--- config.mk ---
export PLATFORM = sky130hd
export DESIGN_NAME = cdt_timer
export DESIGN_NICKNAME = d
export VERILOG_FILES = /design/src/cdt_timer.v
export VERILOG_INCLUDE_DIRS = /design/src
export SDC_FILE = /design/constraint.sdc
export NUM_CORES = 1
export LEC_CHECK = 0
export ABC_AREA = 1
export BUFFER_PORTS_ARGS = -buffer_cell sky130_fd_sc_hd__buf_2
export CORE_MARGIN = 1
export CORE_UTILIZATION = 45
export DETAILED_ROUTE_END_ITERATION = 8
export GPL_TIMING_DRIVEN = 0
export PLACE_DENSITY_LB_ADDON = 0.08
export SYNTH_ARGS = -nofsm -noshare
export SYNTH_HDL_FRONTEND = slang
export SYNTH_SLANG_ARGS = --single-unit
--- constraint.sdc ---
create_clock -name clk_i -period 2.3 [get_ports clk_i]
set_input_delay 0.46 -clock clk_i [delete_from_list [all_inputs] [get_ports clk_i]]
set_output_delay 0.46 -clock clk_i [all_outputs]
set_load 0.03 [all_outputs]
--- src/cdt_timer_map.vh ---
/*
 * Register offsets, field positions and reset values of the
 * countdown timer with free-running counter.
 * Assumes a byte-addressed bus with one 32-bit word per register.
 */
// How it works
// RULE1 - one down timer, periodic reload only
// RULE2 - load write copies value into count
// RULE3 - enabled count decrements per divided tick
// RULE4 - at zero reload and set pending
// RULE5 - pre-divider and prescale set count rate
// RULE6 - bits 23:16 divide free counter by n+1
// RULE7 - bit 9 enables free counter, reset 0
// RULE8 - bit 8 halts counters in debug halt
// RULE9 - bit 7 enables down counter, reset 0
// RULE10 - bit 5 enables interrupt, resets to 1
// RULE11 - bits 3:2 divide by 1,16,256,1
// RULE12 - bit 1 selects 16 or 32 bit
// RULE13 - separate readable 32-bit free counter
// RULE14 - tick is clock over pre-divider plus one
// RULE15 - interrupt is pending AND enable
// RULE16 - writing 1 to clear bit 0 clears pending
// RULE17 - free counter increments, rolls over, no reset
// RULE18 - 16-bit mode counts low half, live reads
// RULE19 - deferred load waits for next zero reload
`ifndef CDT_TIMER_MAP_VH
`define CDT_TIMER_MAP_VH

// ***************************************
// register byte offsets
// ***************************************
`define CDT_OFS_LOAD 12'h400
`define CDT_OFS_COUNT 12'h404
`define CDT_OFS_CTRL 12'h408
`define CDT_OFS_IRQ_CLEAR 12'h40C
`define CDT_OFS_IRQ_RAW 12'h410
`define CDT_OFS_IRQ_MASKED 12'h414
`define CDT_OFS_DEFER_LOAD 12'h418
`define CDT_OFS_TICK_PREDIVIDER 12'h41C
`define CDT_OFS_FREE_COUNT 12'h420

// ***************************************
// control field positions
// ***************************************
`define CDT_FREE_PRESC_HI 23
`define CDT_FREE_PRESC_LO 16
`define CDT_FREE_EN_BIT 9
`define CDT_HALT_DBG_BIT 8
`define CDT_TIMER_EN_BIT 7
`define CDT_IRQ_EN_BIT 5
`define CDT_PRESC_HI 3
`define CDT_PRESC_LO 2
`define CDT_WIDTH_SEL_BIT 1
`define CDT_IRQ_BIT 0

// ***************************************
// reset values
// ***************************************
`define CDT_RST_FREE_PRESC 8'h3E
`define CDT_RST_IRQ_EN 1'h1
`define CDT_RST_TICK_PREDIVIDER 10'h07D
`define CDT_RST_LOAD 32'h00000000

// ***************************************
// prescale selections and terminal counts
// ***************************************
`define CDT_PRESC_DIV16 2'h1
`define CDT_PRESC_DIV256 2'h2
`define CDT_PRESC_TC16 8'h0F
`define CDT_PRESC_TC256 8'hFF

`endif

--- src/cdt_timer.v ---
/*
 * Countdown timer with periodic reload, interrupt pending flag,
 * pre-divider, two-bit prescale, width select and a separate
 * free-running up counter, behind a classic Wishbone slave.
 * Assumes a single clock; dbg_halt_i is asynchronous to it.
 */
`timescale 1ns/1ns
`include "cdt_timer_map.vh"

module cdt_timer #(
    // identification word read back from the clear register (arbitrary)
    parameter [31:0] ID_WORD = 32'h5A5A0001
) (
    // clock and reset
    input wire clk_i,
    input wire rst_i,
    // wishbone slave
    input wire wb_cyc_i,
    input wire wb_stb_i,
    input wire wb_we_i,
    input wire [11:0] wb_adr_i,
    input wire [3:0] wb_sel_i,
    input wire [31:0] wb_dat_i,
    output reg [31:0] wb_dat_o,
    output reg wb_ack_o,
    // core debug state
    input wire dbg_halt_i,
    // interrupt
    output reg irq_o
);

    // ***************************************
    // helper functions
    // ***************************************

    // apply wishbone byte enables to a 32-bit register
    function [31:0] byte_merge;
        input [31:0] old_val;
        input [31:0] new_val;
        input [3:0] sel;
        integer i;
        begin
            byte_merge = old_val;
            for (i = 0; i < 4; i = i + 1)
            begin
                if (sel[i])
                begin
                    byte_merge[i*8 +: 8] = new_val[i*8 +: 8];
                end
            end
        end
    endfunction

    // terminal count of the prescale stage for a selection
    function [7:0] presc_tc;
        input [1:0] sel;
        begin
            case (sel)
                `CDT_PRESC_DIV16: presc_tc = `CDT_PRESC_TC16;
                `CDT_PRESC_DIV256: presc_tc = `CDT_PRESC_TC256;
                // 00 and 11 both pass every tick
                default: presc_tc = 8'h00;
            endcase
        end
    endfunction

    // ***************************************
    // declarations
    // ***************************************
    reg dbg_meta_r; // first synchroniser stage, read only by stage two
    reg dbg_sync_r; // debug halt level in the clock domain
    reg [31:0] load_r; // load value shared by both load registers
    reg [31:0] count_r; // live down count
    reg [7:0] free_presc_r; // free counter divide field
    reg free_en_r; // free counter enable
    reg halt_dbg_r; // stop counters during debug halt
    reg timer_en_r; // down counter enable
    reg irq_en_r; // interrupt enable
    reg [1:0] presc_sel_r; // down counter prescale select
    reg wide_r; // 1 selects 32-bit counting
    reg pend_r; // sticky interrupt pending flag
    reg [9:0] tick_predivider_r; // pre-divider value
    reg [9:0] pdiv_cnt_r; // pre-divider counter
    reg [7:0] presc_cnt_r; // prescale counter
    reg [7:0] fdiv_cnt_r; // free counter divider
    reg [31:0] free_cnt_r; // free-running count
    wire halted; // counters frozen by debug
    wire bus_req; // a new bus request this cycle
    wire wr_req; // a write taken this cycle
    wire pdiv_tick; // pre-divided tick
    wire cnt_tick; // prescaled decrement strobe
    wire at_zero; // counter sits at zero in current width
    wire zero_hit; // reload event
    wire free_tick; // free counter step
    wire [31:0] ctrl_word; // control register image
    wire [31:0] tick_predivider_merged; // pre-divider write image before trimming
    reg [31:0] rd_nxt; // read data next value

    // ***************************************
    // debug halt synchroniser
    // ***************************************

    // two flops before any logic reads the pin
    always @(posedge clk_i)
    begin
        if (rst_i)
        begin
            dbg_meta_r <= 1'b0;
            dbg_sync_r <= 1'b0;
        end
        else
        begin
            dbg_meta_r <= dbg_halt_i;
            dbg_sync_r <= dbg_meta_r;
        end
    end

    // RULE8 halt gating
    // halt only when software asked for it and the core is halted
    assign halted = halt_dbg_r & dbg_sync_r;

    // ***************************************
    // bus decode
    // ***************************************

    // ack is given one cycle after the request and dropped after
    assign bus_req = wb_cyc_i & wb_stb_i & ~wb_ack_o;
    assign wr_req = bus_req & wb_we_i;

    // control image, reserved bits read zero
    assign ctrl_word = {8'h00, free_presc_r, 6'h00, free_en_r,
                        halt_dbg_r, timer_en_r, 1'b0, irq_en_r,
                        1'b0, presc_sel_r, wide_r, 1'b0};

    // only the low ten bits of a pre-divider write are kept
    assign tick_predivider_merged = byte_merge({22'h000000, tick_predivider_r}, wb_dat_i, wb_sel_i);

    // ***************************************
    // tick generation
    // ***************************************

    // RULE14 pre-divider tick
    // one tick every tick_predivider+1 clocks
    assign pdiv_tick = (pdiv_cnt_r >= tick_predivider_r);

    // RULE11 prescale stage
    // RULE5 combined rate
    assign cnt_tick = pdiv_tick &
                      (presc_cnt_r >= presc_tc(presc_sel_r));

    // RULE18 width-aware zero test
    assign at_zero = wide_r ? (count_r == 32'h00000000)
                            : (count_r[15:0] == 16'h0000);

    // RULE4 reload on a tick at zero
    assign zero_hit = timer_en_r & ~halted & cnt_tick & at_zero;

    // RULE6 free divider
    assign free_tick = free_en_r & ~halted &
                       (fdiv_cnt_r >= free_presc_r);

    // ***************************************
    // divider counters
    // ***************************************

    // pre-divider and prescale run only while the timer counts;
    // a register change that shrinks a divide point is caught by
    // the >= compare, so a counter never runs away past it
    always @(posedge clk_i)
    begin
        if (rst_i)
        begin
            pdiv_cnt_r <= 10'h000;
            presc_cnt_r <= 8'h00;
        end
        else if (timer_en_r & ~halted)
        begin
            if (pdiv_tick)
            begin
                pdiv_cnt_r <= 10'h000;
                // prescale steps once per pre-divided tick
                if (cnt_tick)
                begin
                    presc_cnt_r <= 8'h00;
                end
                else
                begin
                    presc_cnt_r <= presc_cnt_r + 8'h01;
                end
            end
            else
            begin
                pdiv_cnt_r <= pdiv_cnt_r + 10'h001;
            end
        end
        else if (~timer_en_r)
        begin
            // restart the divide chain cleanly when stopped
            pdiv_cnt_r <= 10'h000;
            presc_cnt_r <= 8'h00;
        end
    end

    // ***************************************
    // down counter
    // ***************************************

    // RULE1 continuous reload is the only mode
    always @(posedge clk_i)
    begin
        if (rst_i)
        begin
            count_r <= `CDT_RST_LOAD;
        end
        // RULE2 immediate copy on load write
        else if (wr_req && wb_adr_i == `CDT_OFS_LOAD)
        begin
            count_r <= byte_merge(load_r, wb_dat_i, wb_sel_i);
        end
        // RULE4 reload at zero
        else if (zero_hit)
        begin
            count_r <= load_r;
        end
        // RULE9 enable gate
        // RULE3 decrement per tick
        else if (timer_en_r & ~halted & cnt_tick)
        begin
            if (wide_r)
            begin
                count_r <= count_r - 32'h00000001;
            end
            else
            begin
                // RULE18 low half only counts in 16-bit mode
                count_r[15:0] <= count_r[15:0] - 16'h0001;
            end
        end
    end

    // ***************************************
    // free-running counter
    // ***************************************

    // RULE13 separate counter
    // RULE17 counts and rolls over, no software reset
    always @(posedge clk_i)
    begin
        if (rst_i)
        begin
            fdiv_cnt_r <= 8'h00;
            free_cnt_r <= 32'h00000000;
        end
        // RULE7 enable gate
        else if (free_en_r & ~halted)
        begin
            if (free_tick)
            begin
                fdiv_cnt_r <= 8'h00;
                free_cnt_r <= free_cnt_r + 32'h00000001;
            end
            else
            begin
                fdiv_cnt_r <= fdiv_cnt_r + 8'h01;
            end
        end
    end

    // ***************************************
    // software registers
    // ***************************************

    // load, control and pre-divider writes honour byte enables
    always @(posedge clk_i)
    begin
        if (rst_i)
        begin
            load_r <= `CDT_RST_LOAD;
            tick_predivider_r <= `CDT_RST_TICK_PREDIVIDER;
            free_presc_r <= `CDT_RST_FREE_PRESC;
            free_en_r <= 1'b0;
            halt_dbg_r <= 1'b0;
            timer_en_r <= 1'b0;
            irq_en_r <= `CDT_RST_IRQ_EN;
            presc_sel_r <= 2'h0;
            wide_r <= 1'b0;
        end
        else if (wr_req)
        begin
            case (wb_adr_i)
                // RULE19 deferred load shares the value register
                `CDT_OFS_LOAD, `CDT_OFS_DEFER_LOAD:
                begin
                    load_r <= byte_merge(load_r, wb_dat_i, wb_sel_i);
                end
                `CDT_OFS_CTRL:
                begin
                    if (wb_sel_i[2])
                    begin
                        // RULE6 free counter divide field
                        free_presc_r <= wb_dat_i[`CDT_FREE_PRESC_HI:`CDT_FREE_PRESC_LO];
                    end
                    if (wb_sel_i[1])
                    begin
                        // RULE7 free enable
                        free_en_r <= wb_dat_i[`CDT_FREE_EN_BIT];
                        // RULE8 debug halt select
                        halt_dbg_r <= wb_dat_i[`CDT_HALT_DBG_BIT];
                    end
                    if (wb_sel_i[0])
                    begin
                        // RULE9 timer enable
                        timer_en_r <= wb_dat_i[`CDT_TIMER_EN_BIT];
                        // RULE10 interrupt enable
                        irq_en_r <= wb_dat_i[`CDT_IRQ_EN_BIT];
                        // RULE11 prescale select
                        presc_sel_r <= wb_dat_i[`CDT_PRESC_HI:`CDT_PRESC_LO];
                        // RULE12 width select
                        wide_r <= wb_dat_i[`CDT_WIDTH_SEL_BIT];
                    end
                end
                `CDT_OFS_TICK_PREDIVIDER:
                begin
                    tick_predivider_r <= tick_predivider_merged[9:0];
                end
                default:
                begin
                    // read-only and unmapped writes are dropped
                end
            endcase
        end
    end

    // ***************************************
    // interrupt pending flag
    // ***************************************

    // a zero reload in the same cycle as a clear keeps the flag set,
    // so no period is ever lost to a racing acknowledge
    always @(posedge clk_i)
    begin
        if (rst_i)
        begin
            pend_r <= 1'b0;
        end
        // RULE4 set pending
        else if (zero_hit)
        begin
            pend_r <= 1'b1;
        end
        // RULE16 write one to clear
        else if (wr_req && wb_adr_i == `CDT_OFS_IRQ_CLEAR &&
                 wb_sel_i[0] && wb_dat_i[`CDT_IRQ_BIT])
        begin
            pend_r <= 1'b0;
        end
    end

    // RULE15 line is pending AND enable
    // registered, so it follows the flag by one clock
    always @(posedge clk_i)
    begin
        if (rst_i)
        begin
            irq_o <= 1'b0;
        end
        else
        begin
            irq_o <= pend_r & irq_en_r;
        end
    end

    // ***************************************
    // read mux
    // ***************************************

    // RULE18 count reads return the live counter
    always @*
    begin
        rd_nxt = 32'h00000000;
        case (wb_adr_i)
            `CDT_OFS_LOAD: rd_nxt = load_r;
            `CDT_OFS_DEFER_LOAD: rd_nxt = load_r;
            `CDT_OFS_COUNT: rd_nxt = count_r;
            `CDT_OFS_CTRL: rd_nxt = ctrl_word;
            `CDT_OFS_IRQ_CLEAR: rd_nxt = ID_WORD;
            `CDT_OFS_IRQ_RAW: rd_nxt = {31'h00000000, pend_r};
            `CDT_OFS_IRQ_MASKED: rd_nxt = {31'h00000000, pend_r & irq_en_r};
            `CDT_OFS_TICK_PREDIVIDER: rd_nxt = {22'h000000, tick_predivider_r};
            `CDT_OFS_FREE_COUNT: rd_nxt = free_cnt_r;
            // unmapped addresses answer with zero
            default: rd_nxt = 32'h00000000;
        endcase
    end

    // ***************************************
    // bus answer
    // ***************************************

    // every address is acked, one wait-free cycle after the request
    always @(posedge clk_i)
    begin
        if (rst_i)
        begin
            wb_ack_o <= 1'b0;
            wb_dat_o <= 32'h00000000;
        end
        else
        begin
            wb_ack_o <= bus_req;
            if (bus_req & ~wb_we_i)
            begin
                wb_dat_o <= rd_nxt;
            end
        end
    end

endmodule // cdt_timer

==> results of run 1 <==
## cell type report
class / instances / area [um^2]
repair inverters: 1 / 7.507
well taps: 319 / 399.1
clock inverters: 12 / 138.9
multi-input cells: 1208 / 6490
flip-flops and latches: 184 / 3686
inverters: 215 / 823.3
clock buffers: 18 / 439.2
plain buffers: 61 / 306.5
fillers: 2493 / 10810
repair buffers: 100 / 584.3
## cell usage after synthesis, types with 2 or more instances
| master | count | area [um^2] |
|---|---|---|
| nand2_1 | 417 | 1565 |
| inv_1 | 200 | 750.7 |
| dfxtp_1 | 184 | 3684 |
| a21oi_1 | 163 | 815.8 |
| nor2_1 | 144 | 540.5 |
| o21ai_0 | 114 | 570.6 |
| nand3_1 | 94 | 470.5 |
| xor2_1 | 44 | 385.4 |
| clkbuf_1 | 39 | 146.4 |
| ha_1 | 30 | 375.4 |
| o22ai_1 | 29 | 181.4 |
| nor3_1 | 28 | 140.1 |
| buf_2 | 21 | 105.1 |
| nand4_1 | 17 | 106.4 |
| o211ai_1 | 13 | 97.59 |
| inv_2 | 11 | 41.29 |
| a211oi_1 | 10 | 75.07 |
| a311oi_1 | 10 | 87.58 |
| nand2_2 | 10 | 62.56 |
| o2111ai_1 | 9 | 78.83 |
| nor2_2 | 8 | 50.05 |
| o21ai_1 | 8 | 40.04 |
| mux2i_1 | 7 | 70.07 |
| xnor2_1 | 7 | 61.31 |
| nor2_4 | 6 | 67.56 |
| nor3_2 | 5 | 50.05 |
| a22oi_1 | 3 | 22.52 |
| and3_1 | 3 | 18.77 |
| clkinv_1 | 3 | 11.26 |
| nand3_2 | 3 | 30.03 |
| a21o_1 | 2 | 15.01 |
| a21oi_2 | 2 | 17.52 |
| a21oi_4 | 2 | 32.53 |
| a31oi_1 | 2 | 12.51 |
| buf_1 | 2 | 7.510 |
| nand3b_1 | 2 | 15.01 |
| nor3b_1 | 2 | 15.01 |
| nor4_1 | 2 | 12.51 |
| o221ai_1 | 2 | 17.52 |
## routing by layer
layer | routed length, um | vias to the layer above | GRT usage (%)
li1 | - | 5727 | -
met3 | 2892 | 69 | 4.872
met5 | 13 | - | 0
met1 | 19250 | 5506 | 47.47
met2 | 18480 | 477 | 52.80
met4 | 1159 | 2 | 10.26
## logic make-up after synthesis
| kind of cell | share of synthesized area [%] |
|---|---|
| xor gates and xnor gates | 4.064 |
| muxes | 0.6375 |
| adders and majority gates | 3.415 |
| AOI/OAI and AO/OA | 19.09 |
| DFF | 33.52 |
| and+or+nand+nor | 29.35 |
| buffers and inverters | 9.927 |
## per-stage QoR
step	cell area [um^2]	cells	util [%]	total power [mW]
6_report	12870	2118	54.36	6.532
5_1_grt	12870	2118	54.36	6.676
4_1_cts	12640	2115	53.39	6.544
3_5_place_dp	11810	2073	49.85	3.552
3_3_place_gp	11810	2073	49.85	3.552
2_1_floorplan	10990	1671	-	3.402
## layout by cell type (no fill, tap or decap), drive strengths merged
cell type,synthesis,layout
ha,30,30
nand3,98,98
nor3b,2,2
a221oi,1,1
o21a,1,1
nor4,2,2
dfxtp,184,184
a21o,2,2
nand3b,2,2
clkinv,3,5
inv,212,220
a21oi,167,167
xor2,44,44
o21ai,122,122
o31ai,1,1
buf,25,121
bufinv,0,2
o22ai,29,29
mux2i,7,7
o211a,1,1
nor2,159,159
a211oi,10,10
a22oi,3,3
o2111ai,9,9
xnor2,7,7
a311oi,10,10
a31oi,2,2
o221ai,2,2
clkbuf,39,58
and3,3,3
nand4,18,18
and3b,1,1
and2,1,1
clkinvlp,0,1
o211ai,13,13
nand2,427,427
nor3,34,34
## repair_timing
| action | CTS | global route |
|---|---|---|
| pin swaps | 8 | 20 |
| gates cloned | 3 | 0 |
| setup endpoints to repair | 79 | 87 |
| gates resized for setup | 33 | 62 |
| buffers inserted | 10 | 5 |
| endpoints found under the hold margin | 0 | 0 |
## worst max-delay path by stage
stage / from / end / slack, ps / depth (start not counted)
detailed placement: free_presc_r[7] / free_cnt_r[7] / -370 / 11
floorplan: presc_sel_r[0] / count_r[20] / 230 / 14
CTS: presc_sel_r[0] / count_r[19] / -10 / 14
global placement: free_presc_r[7] / free_cnt_r[7] / -390 / 11
finish: presc_sel_r[0] / count_r[31] / 30 / 15
global route: presc_sel_r[0] / count_r[21] / -80 / 15
## sequential cells by signal, summed over array words and instances, names as in the netlist, 2 cells and up
| register | count |
|---|---|
| presc_sel_r | 2 |
| fdiv_cnt_r | 8 |
| free_cnt_r | 32 |
| free_presc_r | 8 |
| tick_predivider_r | 10 |
| count_r | 32 |
| presc_cnt_r | 8 |
| load_r | 32 |
| wb_dat_o | 32 |
| pdiv_cnt_r | 10 |
## tightest hold or removal path, delay by kind of cell
family | cells | cell delay, ps
simple gates | 1 | 60
buf+inv | 2 | 110
## report_power, final
group          internal [mW]  leakage [nW]  switching [mW]
registers               3.18          1.48        0.000771
clock network           1.65         0.290            1.40
logic                 0.0742          3.50           0.229
==> results.cfg, run 1 <==
[outcome]
status = complete, no violations

[die]
initial_core_util_pct = 46.41
core-area_um2 = 23680
die_w_um = 158.3
die_area_um2 = 25050
num_rows = 56
die_y_um = 158.3
ios = 88

[place]
gp_congestion = 0.9685
io_buffers = 83
post-place-ws_ps = -375.0
dp_hpwl_um = 31980

[worst_setup_path]
critPathSlowestCell = dfxtp_2
max_stage_delay_ps = 320
required_ps = 2670
crit_arrival_ps = 2640
critPathKind = reg -> reg
worstPathMaxFanout = 5
timing.rr.start = presc_sel_r[0]
r2r_slack_ps = 30
reg2reg_to = count_r[31]
rr_worst_depth = 15
cp_cell_sequence = inv_2 > ha_4 > inv_6 > ha_4 > nand4_1 > nor2_1 > nand2_1 > nand2_4 > nand3_4 > nor2_8 > buf_6 > nand2_2 > nand3_2 > nand2_1 > a21oi_2
crit_path_start_kind = flip-flop
path_buf_inv = 3
critical-path-top-delay-family = simple AND/OR/NAND/NOR gates
cp-end-kind = flip-flop

[sta]
hold_viol = 0
fin_crit_ps = 2273
fin_crit_sh_pct = 98.82
setup_viol = 0
relSlewSlack_pct = 34.22
tightest_slew_ps = 986.7
rsz0062_at_grt = true
final.setup_skew_ps = 15.53
report.final.slew_viol_count = 0
timing.final.ws_setup_ps = 27.09
timing.hold.ws_ps = 233.5
max_freq_mhz = 440.0
setup_tns_ps = 0

[global_routing]
gr-usage-all-layers_pct = 33.67
antenna_found_initial = 1
grt_pass1_wl_um = 61990
grt_pass1_vias = 10397
grt-ovfl-total = 0
grt_start_max_net_pins = 17

[cells_and_area]
antenna_cells = 0
area_delta_synth_final_pct = 17.14
nets = 1872
drive_gt1_share_pct = 14.62

[drt]
finalWirelength_um = 41790
dr.first_iter.drc_count = 1275
ant_nets = 0
vias_per_cell = 5.562
first_pass_iters = 6
vias = 11781
drc_errors = 0
routedWlPerCell_um = 19.73

[job]
maxCapViolations = 0

[clock_network]
clkTransAtPathRegs_ps = 80
numClockSinks = 184
clk_latency_ps = 440
cts-buffers-inserted = 17
cts_buffer_depth = 2
cts_root_buf = clkbuf_16
h-tree-depth = 4
tritoncts = yes
holdBufCountCts = 0

[synth]
syn_inst = 1671
ys_seq_area_share_pct = 33.52
syn-mean-instance-area_um2 = 6.577
synth-edff-count = 0
yosysWarnings = 0
syn-cell-area_um2 = 10990
synth_seq_cells = 184
synth-main-ff-cell = dfxtp_1
async_flop_share_pct = 0
synth_fp_nets = 1755
ys_types = 52

[pwr]
max-vdd-ir-drop_mv = 0.4151
power.density_nw_per_um2 = 507.3
p_leak_nw = 5.270

[hold_path]
hold_path.class = in -> reg
min_to = dbg_meta_r
worstHoldPathCells = 3
worstHoldStart = dbg_halt_i
Note: power is estimated with default switching activity, not from simulation.
==> inputs of run 2 (changes only) <==
--- a/config.mk
+++ b/config.mk
@@ -13,6 +13,7 @@
 export DETAILED_ROUTE_END_ITERATION = 8
 export GPL_TIMING_DRIVEN = 0
 export PLACE_DENSITY_LB_ADDON = 0.08
+export SKIP_CTS_REPAIR_TIMING = 1
 export SYNTH_ARGS = -nofsm -noshare
 export SYNTH_HDL_FRONTEND = slang
 export SYNTH_SLANG_ARGS = --single-unit
==> constraint.sdc (replaced) <==
create_clock -name clk_i -period 2.8 [get_ports clk_i]
set_input_delay 0.56 -clock clk_i [delete_from_list [all_inputs] [get_ports clk_i]]
set_output_delay 0.56 -clock clk_i [all_outputs]
set_load 0.03 [all_outputs]
==> run 2 against run 1 <==
Against the previous run: sequential power shrank 18%; hold slack gained 100 ps; clock skew shrank 1.3 ps; combinational power shrank 18%; worst setup slack gained 150 ps; maximum frequency shrank 13%.
==> results.cfg, run 2 (synthesis results as in run 1) <==
[worst_setup_path]
cp_cell_sequence = inv_1 > ha_1 > nand2_1 > nor2_1 > nand4_1 > o2111ai_1 > nand2_2 > buf_2 > nand2_1 > a21oi_1
required_ps = 3160
crit_path_start_kind = flip-flop
cp_common_cell = nand2_1
crit_arrival_ps = 2980
critical-path-top-delay-family = simple AND/OR/NAND/NOR gates
worstPathMaxFanout = 10
critPathKind = reg -> reg
path_buf_inv = 2
cp-end-kind = flip-flop
critPathSlowestCell = o2111ai_1
max_stage_delay_ps = 350

[cells_and_area]
antenna_cells = 0
stdcell_count = 2103
final_common_cell = nand2_1
area_delta_synth_final_pct = 12.72
nets = 1857
drive_gt1_share_pct = 10.59
layout_common_cells = nand2_1 (416), inv_1 (200), dfxtp_1 (184), a21oi_1 (163), nor2_1 (144)

[global_routing]
grt-ovfl-total = 0
grt_pass1_vias = 10286
grt_pass1_wl_um = 61310
gr-usage-all-layers_pct = 33.31
grt_start_max_net_pins = 17
antenna_found_initial = 1

[place]
io_buffers = 83
post-place-ws_ps = 80.37
dp_hpwl_um = 31980
dp.cells = 2073
gp_congestion = 0.9685

[pwr]
max-vdd-ir-drop_mv = 0.3356
p_leak_nw = 5.089
power.density_nw_per_um2 = 433.5
finalPower_mw = 5.371

[sta]
hold_viol = 0
final.setup_skew_ps = 14.22
fin_crit_ps = 2621
setup_viol = 0
timing.final.ws_setup_ps = 178.6
tightest_slew_ps = 938.4
max_freq_mhz = 381.5
fin_crit_sh_pct = 93.62
report.final.slew_viol_count = 0
relSlewSlack_pct = 37.44

[die]
num_rows = 56
die_y_um = 158.3
ios = 88
initial_core_util_pct = 46.41
die_area_um2 = 25050
core-area_um2 = 23680
die_w_um = 158.3

[outcome]
status = complete, no violations

[drt]
vias_per_cell = 5.554
finalWirelength_um = 41270
first_pass_iters = 5
routedWlPerCell_um = 19.62
vias = 11680
ant_nets = 0
drc_errors = 0
dr.first_iter.drc_count = 1216

[hold_path]
hold_path.class = in -> reg

[clock_network]
clk_latency_ps = 440
tritoncts = yes
numClockSinks = 184
cts_buffer_depth = 2
h-tree-depth = 4
clkTransAtPathRegs_ps = 70
cts_root_buf = clkbuf_16
cts-buffers-inserted = 17

[job]
maxCapViolations = 0
==> run 2: changes by cell type in the layout (fill, tap and decap cells not counted), sizes merged <==
cell / delta
buf: -13
clkbuf: -1
clkinv: +1
clkinvlp: -1
inv: -1
==> run 2: layout make-up <==
| class | instances | area [um^2] |
|---|---|---|
| multi-input combinational | 1208 | 6218 |
| clock buffer | 18 | 439.2 |
| buffer | 64 | 281.5 |
| timing repair buffer | 83 | 415.4 |
| inverter | 215 | 812.0 |
| sequential | 184 | 3684 |
| tap | 319 | 399.1 |
| fill | 2544 | 11290 |
| clock inverter | 12 | 138.9 |
==> run 2: path summary, 6_finish.rpt <==
path                         from       endpoint  slack, ps  depth (start not counted)
setup reg to reg  free_presc_r[7]  fdiv_cnt_r[0]        180                         10
hold reg to reg        dbg_meta_r     dbg_sync_r        410                          2
hold / removal         dbg_halt_i     dbg_meta_r        330                          3
setup / recovery  free_presc_r[7]  fdiv_cnt_r[0]        180                         10
==> run 2: power breakdown <==
group          internal [mW]  total [mW]  switching, mW  leakage (nW)
sequential              2.62        2.62       0.000647          1.48
clock                   1.35        2.51           1.16         0.290
combinational         0.0606       0.247          0.186          3.32
==> run 2: through the flow <==
step	util [%]	TNS [ps]	hold WS [ps]	instance area, um^2
floorplan	-	0	388.3	10990
global placement	49.85	0	399.7	11810
detailed placement	49.85	0	402.4	11810
CTS	52.29	0	332.6	12380
global route	52.31	-15.30	349.4	12390
finish	52.31	0	333.0	12390
==> run 2: routing by layer <==
metal	vias to the layer above	share of wire, %	global-route usage, %
li1	5694	-	-
met3	50	7.3	4.573
met2	483	44	52.13
met4	2	2.6	10.49
met1	5451	46	47.07
met5	-	0.029	0
==> run 2: tightest hold or removal path: cells and delay by family <==
kind,cells,cell delay (ps)
and+or+nand+nor,1,60
buffers and inverters,2,110
==> inputs of run 3 (changes only) <==
--- a/config.mk
+++ b/config.mk
@@ -8,6 +8,7 @@
 export LEC_CHECK = 0
 export ABC_AREA = 1
 export BUFFER_PORTS_ARGS = -buffer_cell sky130_fd_sc_hd__buf_2
+export CORE_ASPECT_RATIO = 0.7
 export CORE_MARGIN = 1
 export CORE_UTILIZATION = 45
 export DETAILED_ROUTE_END_ITERATION = 8
==> run 3 against run 2 <==
Against the previous run: sequential power is essentially flat; critical path depth grew 1; wire length shrank 0.36%; global-route usage about the same; clock-buffer cell count up 2; first-iteration DRC count is 1.2% higher; largest power group unchanged.
==> results.cfg, run 3 (synthesis results as in run 1) <==
[die]
die_y_um = 132.8
die_area_um2 = 25060
ios = 88
initial_core_util_pct = 46.15
core-area_um2 = 23820
die_w_um = 188.8
num_rows = 47

[drt]
dr.first_iter.drc_count = 1231
first_pass_iters = 5
ant_nets = 0
routedWlPerCell_um = 19.55
drc_errors = 0
finalWirelength_um = 41120
vias = 11749
vias_per_cell = 5.587

[worst_setup_path]
path_buf_inv = 3
critPathSlowestCell = nand2_1
critPathKind = reg -> reg
crit_arrival_ps = 2850
timing.rr.start = free_presc_r[3]
cp-end-kind = flip-flop
worstPathMaxFanout = 10
crit_path_start_kind = flip-flop
critical-path-top-delay-family = buffers and inverters
required_ps = 3090
crit_start = free_presc_r[3]
max_stage_delay_ps = 360
cp_cell_sequence = inv_1 > ha_1 > a21oi_1 > o21ai_0 > nand2_1 > o2111ai_1 > nand2_1 > clkinv_1 > buf_2 > o21ai_0 > a21oi_1

[pwr]
p_int_mw = 4.149
power.switching_mw = 1.310
power.density_nw_per_um2 = 439.4
power_frac_comb_pct = 4.4
p_leak_nw = 5.092
max-vdd-ir-drop_mv = 0.4555
finalPower_mw = 5.459
pwr-share-seq_pct = 47.9
power_frac_clock_pct = 47.6
swShare_pct = 23.99

[clock_network]
clk_latency_ps = 460
h-tree-depth = 4
cts-buffers-inserted = 17
clkTransAtPathRegs_ps = 80
tritoncts = yes
cts_buffer_depth = 2
numClockSinks = 184
cts_root_buf = clkbuf_16

[sta]
report.final.slew_viol_count = 0
max_freq_mhz = 391.1
tightest_slew_ps = 927.1
timing.final.ws_setup_ps = 243.1
setup_viol = 0
rsz0062_at_grt = false
fin_crit_sh_pct = 91.32
final.setup_skew_ps = 17.27
hold_viol = 0
setup_tns_ps = 0
fin_crit_ps = 2557
relSlewSlack_pct = 38.19

[place]
gp_congestion = 0.9779
post-place-ws_ps = -12.26
place_area_um2 = 11800
dp_hpwl_um = 31930
io_buffers = 83

[cells_and_area]
postLayoutCoreUtil_pct = 52.16
drive_gt1_share_pct = 10.70
regArea_um2 = 3684
nets = 1857
nFillCells = 2476
multi_input_area_um2 = 6221
area_delta_synth_final_pct = 13.04
layout_common_cells = nand2_1 (416), inv_1 (200), dfxtp_1 (184), a21oi_1 (163), nor2_1 (143)
design_area_um2 = 12420
final_common_cell = nand2_1
antenna_cells = 0

[global_routing]
grt-ovfl-total = 0
grt_start_max_net_pins = 17
antenna_found_initial = 0
gr-usage-all-layers_pct = 33.30
met2_usage_pct = 43.91
grt_use_met1_pct = 49.55
grt_pass1_vias = 10556
top_usage_layer = met1
use_met3_pct = 10.77
grt_pass1_wl_um = 62570

[outcome]
status = complete, no violations

[job]
maxCapViolations = 0

[hold_path]
hold_path.class = in -> reg
worstHoldStart = dbg_halt_i
## run 3: per-stage QoR
stage / hold slack, ps / std cells
2_1_floorplan: 388.3 / 1671
3_3_place_gp: 391.5 / 2072
3_5_place_dp: 409.9 / 2072
4_1_cts: 307.4 / 2103
5_1_grt: 337.7 / 2103
6_report: 319.6 / 2103
## run 3: final cells by class
| type | count | share of cell area [%] |
|---|---|---|
| inverter | 215 | 6.536 |
| clock inverter | 11 | 1.168 |
| sequential | 184 | 29.65 |
| timing repair buffer | 83 | 3.344 |
| buffer | 64 | 2.266 |
| clock buffer | 20 | 3.757 |
| multi-input combinational | 1208 | 50.08 |
| tap | 318 | 3.203 |
## run 3: final timing paths
| path | endpoint | slack, ps | cells after the start |
|---|---|---|---|
| worst min-delay path | dbg_meta_r | 320 | 3 |
| worst min register to register | dbg_sync_r | 420 | 2 |
| worst max register to register | free_cnt_r[5] | 240 | 11 |
| worst max-delay path | free_cnt_r[5] | 240 | 11 |
## run 3: layer usage
metal,part of all wire [%],vias to the layer above
met4,2.5,2
met2,38,579
met5,0.16,-
met3,12,62
li1,-,5705
met1,47,5401
## run 3: tightest hold or removal path: stages
cell and delay, ps:
buf_2 90, inv_1 50, nor2_1 40
## run 3: power groups by stage
stage	sequential, mW	clock, mW	combinational (mW)
2_1_floorplan	2.68	0	0.115
3_3_place_gp	2.68	0	0.235
5_1_grt	2.62	2.71	0.261
4_1_cts	2.62	2.61	0.237
6_report	2.62	2.60	0.242
3_5_place_dp	2.68	0	0.236
